<file path="config.mk">
export PLATFORM = sky130hd
export DESIGN_NAME = pqc_counter
export DESIGN_NICKNAME = d
export VERILOG_FILES = /design/src/hw/pqc_pkg.sv /design/src/hw/pqc_counter.sv
export SDC_FILE = /design/constraint.sdc
export NUM_CORES = 1
export LEC_CHECK = 0
export BUFFER_PORTS_ARGS = -buffer_cell sky130_fd_sc_hd__buf_4
export CORE_MARGIN = 2
export CORE_UTILIZATION = 51
export DETAILED_ROUTE_END_ITERATION = 10
export HOLD_SLACK_MARGIN = 0.08
export PLACE_DENSITY = 0.78
export REMOVE_ABC_BUFFERS = 1
export SLEW_MARGIN = 20
export SYNTH_ARGS = -nofsm -noshare
export SYNTH_HDL_FRONTEND = slang
export SYNTH_SLANG_ARGS = --single-unit
export TNS_END_PERCENT = 30
</file>
<file path="constraint.sdc">
create_clock -name clock -period 2.7 [get_ports clock]
set_input_delay 0.27 -clock clock [delete_from_list [all_inputs] [get_ports clock]]
set_output_delay 0.27 -clock clock [all_outputs]
set_load 0.03 [all_outputs]
</file>
<file path="src/hw/pqc_pkg.sv">
package pqc_pkg;
   localparam int CNT_W = 32;
   localparam logic [CNT_W-1:0] CNT_RST = 32'h0000_0000;

   typedef enum logic [1:0] {
      PQC_ENC_X1,
      PQC_ENC_X2,
      PQC_ENC_X4,
      PQC_ENC_TWO_PULSE
   } pqc_enc_t;

   typedef enum logic [1:0] {
      PQC_FN_IDLE,
      PQC_FN_PERIOD,
      PQC_FN_POSITION
   } pqc_fn_t;

   localparam int SYNC_STAGES = 2;
   localparam real CLK_MHZ = 125.0;
endpackage

</file>
<file path="src/hw/pqc_counter.sv">
`timescale 1ns/100ps
`default_nettype none
// Functional notes
// - once armed in period mode, measure one gate period between like active edges.
// - count selected source edges between the two bounding gate edges.
// - offer on-demand count read and sample-clock buffered capture.
// - accept A, B, Z inputs; decoding selectable X1, X2 or X4.
// - X1 counts up on A rise when A leads, down on A fall when B leads.
// - X2 counts on both A edges, direction from lead.
// - X4 counts on every A and B edge, direction from lead.
// - Z high during selected reload phase loads the reload value.
// - reload phase programmable to any of four A/B level combinations.
// - step coinciding with reload phase entry is applied before reload.
// - reload completes one timebase period after phase becomes true, two when a step coincides.
// - after reload, counting continues from reloaded value without re-arm.
// - buffered captures do not clear count; values cumulative since arm.
// - two-pulse mode counts up on A rise, down on B rise.
module pqc_counter
(
   input  wire logic                    clock,
   input  wire logic                    rstn,
   input  wire logic                    arm,
   input  wire logic                    disarm,
   input  wire pqc_pkg::pqc_fn_t        func_sel,
   input  wire pqc_pkg::pqc_enc_t       enc_sel,
   input  wire logic                    gate_falling,
   input  wire logic                    src_falling,
   input  wire logic                    samp_falling,
   input  wire logic                    z_enable,
   input  wire logic [1:0]              reload_phase,
   input  wire logic [pqc_pkg::CNT_W-1:0] reload_value,
   input  wire logic                    read_req,
   input  wire logic                    gate_in,
   input  wire logic                    source_in,
   input  wire logic                    samp_clk_in,
   input  wire logic                    enc_a,
   input  wire logic                    enc_b,
   input  wire logic                    enc_z,
   output logic                         armed,
   output logic [pqc_pkg::CNT_W-1:0]    count_out,
   output logic [pqc_pkg::CNT_W-1:0]    result_out,
   output logic                         result_valid,
   output logic                         period_done
);

   localparam int W = pqc_pkg::CNT_W;

   // two-stage synchronisers, then one history stage for edge detection
   logic [5:0] s1_reg;
   logic [5:0] s2_reg;
   logic [5:0] s3_reg;

   always_ff @(posedge clock or negedge rstn)
   begin
      if (!rstn)
      begin
         s1_reg <= 6'h00;
         s2_reg <= 6'h00;
         s3_reg <= 6'h00;
      end
      else
      begin
         s1_reg <= {gate_in, source_in, samp_clk_in, enc_a, enc_b, enc_z};
         s2_reg <= s1_reg;
         s3_reg <= s2_reg;
      end
   end

   logic a_now, b_now, z_now, a_old, b_old;
   logic g_now, g_old, s_now, s_old, c_now, c_old;
   assign {g_now, s_now, c_now, a_now, b_now, z_now} = s2_reg;
   assign {g_old, s_old, c_old, a_old, b_old}        = s3_reg[5:1];

   logic a_rise, a_fall, b_rise, b_fall;
   assign a_rise = a_now & ~a_old;
   assign a_fall = ~a_now & a_old;
   assign b_rise = b_now & ~b_old;
   assign b_fall = ~b_now & b_old;

   logic gate_edge, src_edge, samp_edge;
   assign gate_edge = gate_falling ? (g_old & ~g_now) : (g_now & ~g_old);
   assign src_edge  = src_falling  ? (s_old & ~s_now) : (s_now & ~s_old);
   assign samp_edge = samp_falling ? (c_old & ~c_now) : (c_now & ~c_old);

   // quadrature direction: A edge with B low after A rise means A leads
   logic step_up, step_dn;
   always_comb
   begin
      step_up = 1'b0;
      step_dn = 1'b0;
      case (enc_sel)
         pqc_pkg::PQC_ENC_X1:
         begin
            step_up = a_rise & ~b_now;
            step_dn = a_fall & ~b_now;
         end
         pqc_pkg::PQC_ENC_X2:
         begin
            step_up = (a_rise & ~b_now) | (a_fall & b_now);
            step_dn = (a_fall & ~b_now) | (a_rise & b_now);
         end
         pqc_pkg::PQC_ENC_X4:
         begin
            step_up = (a_rise & ~b_now) | (a_fall & b_now)
                    | (b_rise & a_now) | (b_fall & ~a_now);
            step_dn = (a_fall & ~b_now) | (a_rise & b_now)
                    | (b_rise & ~a_now) | (b_fall & a_now);
         end
         pqc_pkg::PQC_ENC_TWO_PULSE:
         begin
            step_up = a_rise & ~b_rise;
            step_dn = b_rise & ~a_rise;
         end
         default:
         begin
            step_up = 1'b0;
            step_dn = 1'b0;
         end
      endcase
   end

   // phase is judged on the live sample, not the history stage
   logic in_phase, do_reload;
   assign in_phase  = ({a_now, b_now} == reload_phase);
   assign do_reload = z_enable & z_now & in_phase;

   // arm state
   logic armed_reg;
   always_ff @(posedge clock or negedge rstn)
   begin
      if (!rstn)
         armed_reg <= 1'b0;
      else if (disarm)
         armed_reg <= 1'b0;
      else if (arm)
         armed_reg <= 1'b1;
   end
   assign armed = armed_reg;

   logic pos_mode, per_mode;
   assign pos_mode = armed_reg & (func_sel == pqc_pkg::PQC_FN_POSITION);
   assign per_mode = armed_reg & (func_sel == pqc_pkg::PQC_FN_PERIOD);

   // position counter; a step wins its cycle, a coinciding reload lands one cycle later
   // so the step is never swallowed
   logic [W-1:0] pos_reg;
   logic [W-1:0] pos_next;
   logic         step_pend_reg;
   always_comb
   begin
      pos_next = pos_reg;
      if (step_up)
         pos_next = pos_reg + 1'b1;
      else if (step_dn)
         pos_next = pos_reg - 1'b1;
      else if (do_reload || step_pend_reg)
         pos_next = reload_value;
   end

   always_ff @(posedge clock or negedge rstn)
   begin
      if (!rstn)
         pos_reg <= pqc_pkg::CNT_RST;
      else if (arm && !armed_reg)
         pos_reg <= pqc_pkg::CNT_RST;
      else if (pos_mode)
         pos_reg <= pos_next;
   end

   always_ff @(posedge clock or negedge rstn)
   begin
      if (!rstn)
         step_pend_reg <= 1'b0;
      else
         step_pend_reg <= pos_mode & (step_up | step_dn) & (do_reload | step_pend_reg);
   end

   // period measurement
   typedef enum logic [1:0] {
      PQC_P_WAIT,
      PQC_P_COUNT,
      PQC_P_DONE
   } pqc_pstate_t;
   pqc_pstate_t pst_reg;
   logic [W-1:0] per_cnt_reg;

   always_ff @(posedge clock or negedge rstn)
   begin
      if (!rstn)
         pst_reg <= PQC_P_WAIT;
      else if (!per_mode)
         pst_reg <= PQC_P_WAIT;
      else
      begin
         case (pst_reg)
            PQC_P_WAIT:  if (gate_edge) pst_reg <= PQC_P_COUNT;
            PQC_P_COUNT: if (gate_edge) pst_reg <= PQC_P_DONE;
            PQC_P_DONE:  pst_reg <= PQC_P_DONE;
            default:     pst_reg <= PQC_P_WAIT;
         endcase
      end
   end

   always_ff @(posedge clock or negedge rstn)
   begin
      if (!rstn)
         per_cnt_reg <= pqc_pkg::CNT_RST;
      else if (pst_reg == PQC_P_WAIT)
         per_cnt_reg <= pqc_pkg::CNT_RST;
      else if (pst_reg == PQC_P_COUNT && src_edge)
         per_cnt_reg <= per_cnt_reg + 1'b1;
   end

   // outputs
   logic [W-1:0] count_reg;
   logic [W-1:0] result_reg;
   logic         valid_reg;
   logic         done_reg;

   always_ff @(posedge clock or negedge rstn)
   begin
      if (!rstn)
         count_reg <= pqc_pkg::CNT_RST;
      else
         count_reg <= pos_reg;
   end

   always_ff @(posedge clock or negedge rstn)
   begin
      if (!rstn)
      begin
         result_reg <= pqc_pkg::CNT_RST;
         valid_reg  <= 1'b0;
         done_reg   <= 1'b0;
      end
      else
      begin
         valid_reg <= 1'b0;
         done_reg  <= 1'b0;
         if (per_mode && pst_reg == PQC_P_COUNT && gate_edge)
         begin
            // an edge on the same sample as the closing gate edge is counted
            result_reg <= per_cnt_reg + {{(W-1){1'b0}}, src_edge};
            valid_reg  <= 1'b1;
            done_reg   <= 1'b1;
         end
         else if (pos_mode && (samp_edge || read_req))
         begin
            result_reg <= pos_reg;
            valid_reg  <= 1'b1;
         end
      end
   end

   assign count_out    = count_reg;
   assign result_out   = result_reg;
   assign result_valid = valid_reg;
   assign period_done  = done_reg;

   property p_unarmed_hold;
      @(posedge clock) disable iff (!rstn)
         (!armed_reg && !arm) |=> $stable(pos_reg);
   endproperty
   a_unarmed_hold: assert property (p_unarmed_hold) else $error("count moved unarmed");

   property p_reload;
      @(posedge clock) disable iff (!rstn)
         (pos_mode && (do_reload || step_pend_reg) && !step_up && !step_dn && !disarm)
            |=> (pos_reg == $past(reload_value));
   endproperty
   a_reload: assert property (p_reload) else $error("reload missed");

   property p_step_first;
      @(posedge clock) disable iff (!rstn)
         (pos_mode && !disarm && do_reload && step_up) |=> (pos_reg == $past(pos_reg) + 1'b1);
   endproperty
   a_step_first: assert property (p_step_first) else $error("step lost to reload");

   property p_x1_up;
      @(posedge clock) disable iff (!rstn)
         (pos_mode && !disarm && enc_sel == pqc_pkg::PQC_ENC_X1 && a_rise && !b_now
          && !do_reload) |=> (pos_reg == $past(pos_reg) + 1'b1);
   endproperty
   a_x1_up: assert property (p_x1_up) else $error("x1 increment wrong");

   property p_x2_dn;
      @(posedge clock) disable iff (!rstn)
         (pos_mode && !disarm && enc_sel == pqc_pkg::PQC_ENC_X2 && a_rise && b_now
          && !do_reload) |=> (pos_reg == $past(pos_reg) - 1'b1);
   endproperty
   a_x2_dn: assert property (p_x2_dn) else $error("x2 decrement wrong");

   property p_x4_b;
      @(posedge clock) disable iff (!rstn)
         (pos_mode && !disarm && enc_sel == pqc_pkg::PQC_ENC_X4 && b_rise && a_now
          && !a_rise && !a_fall && !do_reload) |=> (pos_reg == $past(pos_reg) + 1'b1);
   endproperty
   a_x4_b: assert property (p_x4_b) else $error("x4 b edge wrong");

   property p_two_pulse;
      @(posedge clock) disable iff (!rstn)
         (pos_mode && !disarm && enc_sel == pqc_pkg::PQC_ENC_TWO_PULSE && b_rise
          && !a_rise && !do_reload) |=> (pos_reg == $past(pos_reg) - 1'b1);
   endproperty
   a_two_pulse: assert property (p_two_pulse) else $error("two-pulse down wrong");

   property p_sample;
      @(posedge clock) disable iff (!rstn)
         (pos_mode && samp_edge) |=> (valid_reg && result_reg == $past(pos_reg));
   endproperty
   a_sample: assert property (p_sample) else $error("sample capture wrong");

   property p_period_end;
      @(posedge clock) disable iff (!rstn)
         (per_mode && pst_reg == PQC_P_COUNT && gate_edge) |=> done_reg ##1 !done_reg;
   endproperty
   a_period_end: assert property (p_period_end) else $error("period done missing");

   property p_count_src;
      @(posedge clock) disable iff (!rstn)
         (per_mode && pst_reg == PQC_P_COUNT && !gate_edge && src_edge)
            |=> (per_cnt_reg == $past(per_cnt_reg) + 1'b1);
   endproperty
   a_count_src: assert property (p_count_src) else $error("source edge lost");

endmodule
`default_nettype wire

</file>
# After elaboration in Yosys (flattened, before gate mapping)
# Index checks and enable logic that the tools add are counted.
[classes]
n_addsub = 4
eq_ne = 10
muxes = 23
bitwise_logic = 46
n_reduce_logical = 17
[op_table]
columns = ["cell", "n"]
rows = [
  ["$mux 32", 9],
  ["$add 32x1->32 const B", 2],
  ["$add 32x1->32", 1],
  ["$sub 32x1->32 const B", 1],
  ["$and 1x1->1", 26],
  ["$not 1->1", 12],
  ["$eq 2x2->1 const B", 4],
  ["$mux 1", 8],
  ["$or 1x1->1", 8],
  ["$pmux 1 s4", 2],
  ["$reduce_bool 2->1", 4],
  ["$eq 2x1->1 const B", 3],
  ["$mux 2", 3],
  ["$ne 3x3->1 const B", 2],
  ["$pmux 2 s3", 1],
  ["$logic_and 1x1->1", 5],
  ["$logic_not 2->1", 2],
  ["$reduce_and 2->1", 2],
  ["$reduce_bool 4->1", 1],
  ["$eq 2x2->1", 1],
  ["$logic_or 1x1->1", 2],
  ["$logic_not 1->1", 1],
]
[word_totals]
ff_bits = 152
in_bits = 53
out_inout_bits = 67
word_cells = 112

# Depth between registers and ports, before layout
[logic_depth]
word_depth = 11
mapped_depth = 10
ltp_nobuf = 10

# Worst setup path before layout
# OpenSTA, ideal clock, no wires.
[synth_path]
path_kind = "reg-to-reg"
startpoint = "register s3_reg[4]"
endpoint = "register result_reg[27] (netlist: result_out[27])"
setup_ns = 0.141
arrival_time_ns = 2.393
required_time_ns = 2.559
slack_ns = 0.165
stages_incl_launch_ff = 11
path_buffers = 1
period_less_slack_ns = 2.535
path_cell_list = "dfrtp_1 -> nor3b_1 -> or2_2 -> ha_1 -> nand3_1 -> or4_1 -> or2_2 -> clkbuf_1 -> o21ai_0 -> nor3b_1 -> a31oi_1"
[synth_between]
elab_chain_cells = 5
word_cells_on_any_way = 6
cone_classes = "1 x add/sub; 2 x mux; 3 x bitwise"
[synth_rtl]
columns = ["element", "line_no", "text"]
rows = [
  ["start, declared", "pqc_counter.sv:51", "logic [5:0] s3_reg;"],
  ["start signal, assigned", "pqc_counter.sv:65", "s3_reg <= s2_reg;"],
  ["$not 1->1", "pqc_counter.sv:82", "assign src_edge = src_falling ? (s_old & ~s_now) : (s_now & ~s_old);"],
  ["$and 1x1->1", "pqc_counter.sv:82", ""],
  ["$mux 1 (*)", "pqc_counter.sv:82", ""],
  ["$add 32x1->32 (*)", "pqc_counter.sv:243", "result_reg <= per_cnt_reg + {{(W-1){1'b0}}, src_edge};"],
  ["$mux 32 (*)", "pqc_counter.sv:240", "if (per_mode && pst_reg == PQC_P_COUNT && gate_edge)"],
  ["end signal, assigned", "pqc_counter.sv:232", "result_reg <= pqc_pkg::CNT_RST;"],
  ["end signal, assigned", "pqc_counter.sv:243", ""],
  ["end signal, assigned", "pqc_counter.sv:249", "result_reg <= pos_reg;"],
  ["end, declared", "pqc_counter.sv:216", "logic [W-1:0] result_reg;"],
]
# Mark *: on every way between the ends. The rest lies on a longest branch, timed or not.
# A chain may end at the register's enable or synchronous reset.

# Final worst setup path
[layout_path]
startpoint = "register s2_reg[4]"
endpoint = "register result_reg[24] (netlist: result_out[24])"
[layout_between]
elab_chain_cells = 5
word_cells_on_any_way = 6
cone_classes = "1 x add/sub; 2 x mux; 3 x bitwise"
[layout_rtl]
columns = ["element", "line_no", "text"]
rows = [
  ["start, declared", "pqc_counter.sv:50", "logic [5:0] s2_reg;"],
  ["start signal, assigned", "pqc_counter.sv:64", "s2_reg <= s1_reg;"],
  ["$not 1->1", "pqc_counter.sv:82", ""],
  ["$and 1x1->1", "pqc_counter.sv:82", ""],
  ["$mux 1 (*)", "pqc_counter.sv:82", ""],
  ["$add 32x1->32 (*)", "pqc_counter.sv:243", ""],
  ["$mux 32 (*)", "pqc_counter.sv:240", ""],
]
# Marked as above.

==> impl_metrics.yaml <==
cts:
  cts_root_buf: "clkbuf_16"
  cts_sinks: 151
  numCtsBuffers: 17
  htreeDepth: 4
  clock_latency_ns: 0.43
  cts_tree: "done"
  cts_buffer_depth: 2
  cts.reportedPaths.clkPinSlew_ns: 0.06
min_path:
  hp-start: "func_sel[1]"
  hold_path.class: "in -> reg"
cells_and_area:
  multi_input_area_um2: 4400
  final_cell_mix: "buf_4, dfrtp_1, nor2_1, nand2_1, o21ai_0"
  final-seq-area_um2: 3780
  n_antenna_cell: 0
  finalNetCount: 1146
  fillers: 1355
  final_area_um2: 10600
  areaGrowthSynthToFinish_pct: 24.4
  mostFrequentLayoutCell: "buf_4"
  final_layout_size_suffix_gt1_share_pct: 23.6
sta:
  drv_slew: 0
  max_freq_mhz: 392
  maxSlewHeadroom_pct: 42.4
  worst_pin_slew_ns: 0.861
  final-setup-viol-count: 0
  hold_viol: 0
  layout_worst_path_cycle_share_pct: 94.4
  clock_skew_ns: 0.00878
  fin_crit_ns: 2.55
  fin_ws_ns: 0.150
  rsz0062_at_grt: "false"
placed_design:
  place_area_um2: 9980
  gp_congestion: 0.965
  io_buffers: 119
  dp_hpwl_um: 18500
  place_ws_ns: 0.190
critical_path:
  cp.arrival_ns: 2.90
  end_kind: "register"
  rr_endpoint: "result_out[24]"
  cp-startpoint: "s2_reg[4]"
  reg2reg_slack_ns: 0.15
  crit_path_end: "result_out[24]"
  r2r_start: "s2_reg[4]"
  cp_max_fo: 5
  critPathLaunchType: "register"
  ff2ff_path_depth: 10
  critPathRequiredTime_ns: 3.05
  critical_path_class: "reg -> reg"
floorplan:
  die_w_um: 133
  start_util_pct: 51.9
  row_count: 47
  core-area_um2: 16500
  ios: 120
  die_y_um: 133
  dieArea_um2: 17800
synthesis:
  ys_warn_count: 0
  synthFlopType: "dfrtp_1"
  synth_edf_count: 0
  async_flop_share_pct: 100
  syn_area_per_cell_um2: 9.11
  synth-seq-cells: 151
  syn_inst: 938
  ys_seq_area_share_pct: 44.2
  syn-cell-area_um2: 8540
  yosysUniqueCellTypes: 77
detailed_routing:
  ant_nets: 0
  drtPass1Iterations: 7
  drc_errors: 0
  viasPerCell: 6.26
  drtIter0Drc: 901
  wire_per_inst_um: 19.8
  routed_wl_um: 26100
  vias: 8236
power_and_ir_drop:
  power_density_nw_per_um2: 647
  leakagePower_nw: 4.60
  vdd_ir_drop_max_uv: 500
global_route:
  overflow: 0
  grt_pass1_vias: 7802
  grt_pass1_wl_um: 41300
  grt_use_total_pct: 29.7
  antenna_found_initial: 0
  grt_max_degree: 57
job:
  cap_violations: 0
outcome:
  outcome: "complete, no violations"
-- per-stage QoR --
step	total power, W	utilization (%)	instances	TNS, ns	hold slack [ns]
finish	0.00688	64.5	1316	0	0.134
global route	0.00716	64.5	1316	0	0.123
CTS	0.00686	64.5	1316	0	0.116
detailed placement	0.00462	60.6	1277	0	0.268
global placement	0.00460	60.6	1277	0	0.271
floorplan	0.00373	-	866	-4.02	-0.0256
-- cells in the mapped netlist (27+ instances only) --
library cell | count | area, um^2
xnor2_1 | 32 | 280
dfrtp_1 | 151 | 3780
nor2_1 | 97 | 364
nor3_1 | 32 | 160
o21ai_0 | 47 | 235
nand4_1 | 27 | 169
xor2_1 | 36 | 315
a21oi_1 | 28 | 140
nand3_1 | 42 | 210
clkbuf_1 | 51 | 191
nand2_1 | 90 | 338
-- how the worst min path moves through the flow --
stage / endpoint / slack, ns / depth (start not counted)
floorplan: armed / -0.03 / 0
global placement: s3_reg[1] / 0.27 / 1
detailed placement: s3_reg[1] / 0.27 / 1
CTS: pst_reg[0] / 0.12 / 3
global route: pst_reg[0] / 0.12 / 3
finish: pst_reg[0] / 0.13 / 3
-- power breakdown --
group | internal, W | leakage, nW | switching [W]
Clock | 0.00128 | 0.269 | 0.000950
Combinational | 0.000759 | 2.31 | 0.00117
Sequential | 0.00249 | 2.02 | 0.000227
-- cells by family (layout without fill, tap and decap cells) --
family	Yosys count	in the layout	share of synthesized area, %
compound gates	202	202	16.3
xor+xnor	68	68	6.97
fa+ha+maj	8	8	1.17
buf+inv	89	247	4.45
flops	151	151	44.2
mux	17	17	2.17
simple gates	403	403	24.7
-- final cells by class --
cell class | count | area share (%)
clock inverters | 11 | 0.954
flip-flops and latches | 151 | 35.6
well taps | 220 | 2.59
clock buffers | 19 | 4.17
repair buffers | 200 | 14.7
multi-input cells | 698 | 41.4
inverters | 17 | 0.601
-- routing by layer --
| layer | GRT usage, % | routed length (um) | up-vias | part of all wire (%) |
|---|---|---|---|---|
| met5 | 0 | 0 | - | 0 |
| li1 | - | - | 3709 | - |
| met4 | 13.4 | 1050 | 0 | 4.0 |
| met2 | 47.3 | 12200 | 493 | 47 |
| met3 | 6.47 | 2580 | 87 | 9.9 |
| met1 | 39.2 | 10300 | 3947 | 40 |
-- worst max-delay path, stage by stage (launching register included) --
cell	delay (ns)
dfrtp_1	0.39
and3b_1	0.28
or2_2	0.14
ha_1	0.16
ha_1	0.18
and3_1	0.21
nand3_1	0.21
nor3_1	0.44
nand4_1	0.17
xor2_1	0.16
o21ai_0	0.13
-- what timing repair did --
item	CTS	global route
hold buffers	9	0
setup endpoints to repair	0	2
resized for setup	0	3
setup buffers	0	0
endpoints found under the hold margin	60	0
Power figures use the tool's default switching activity.
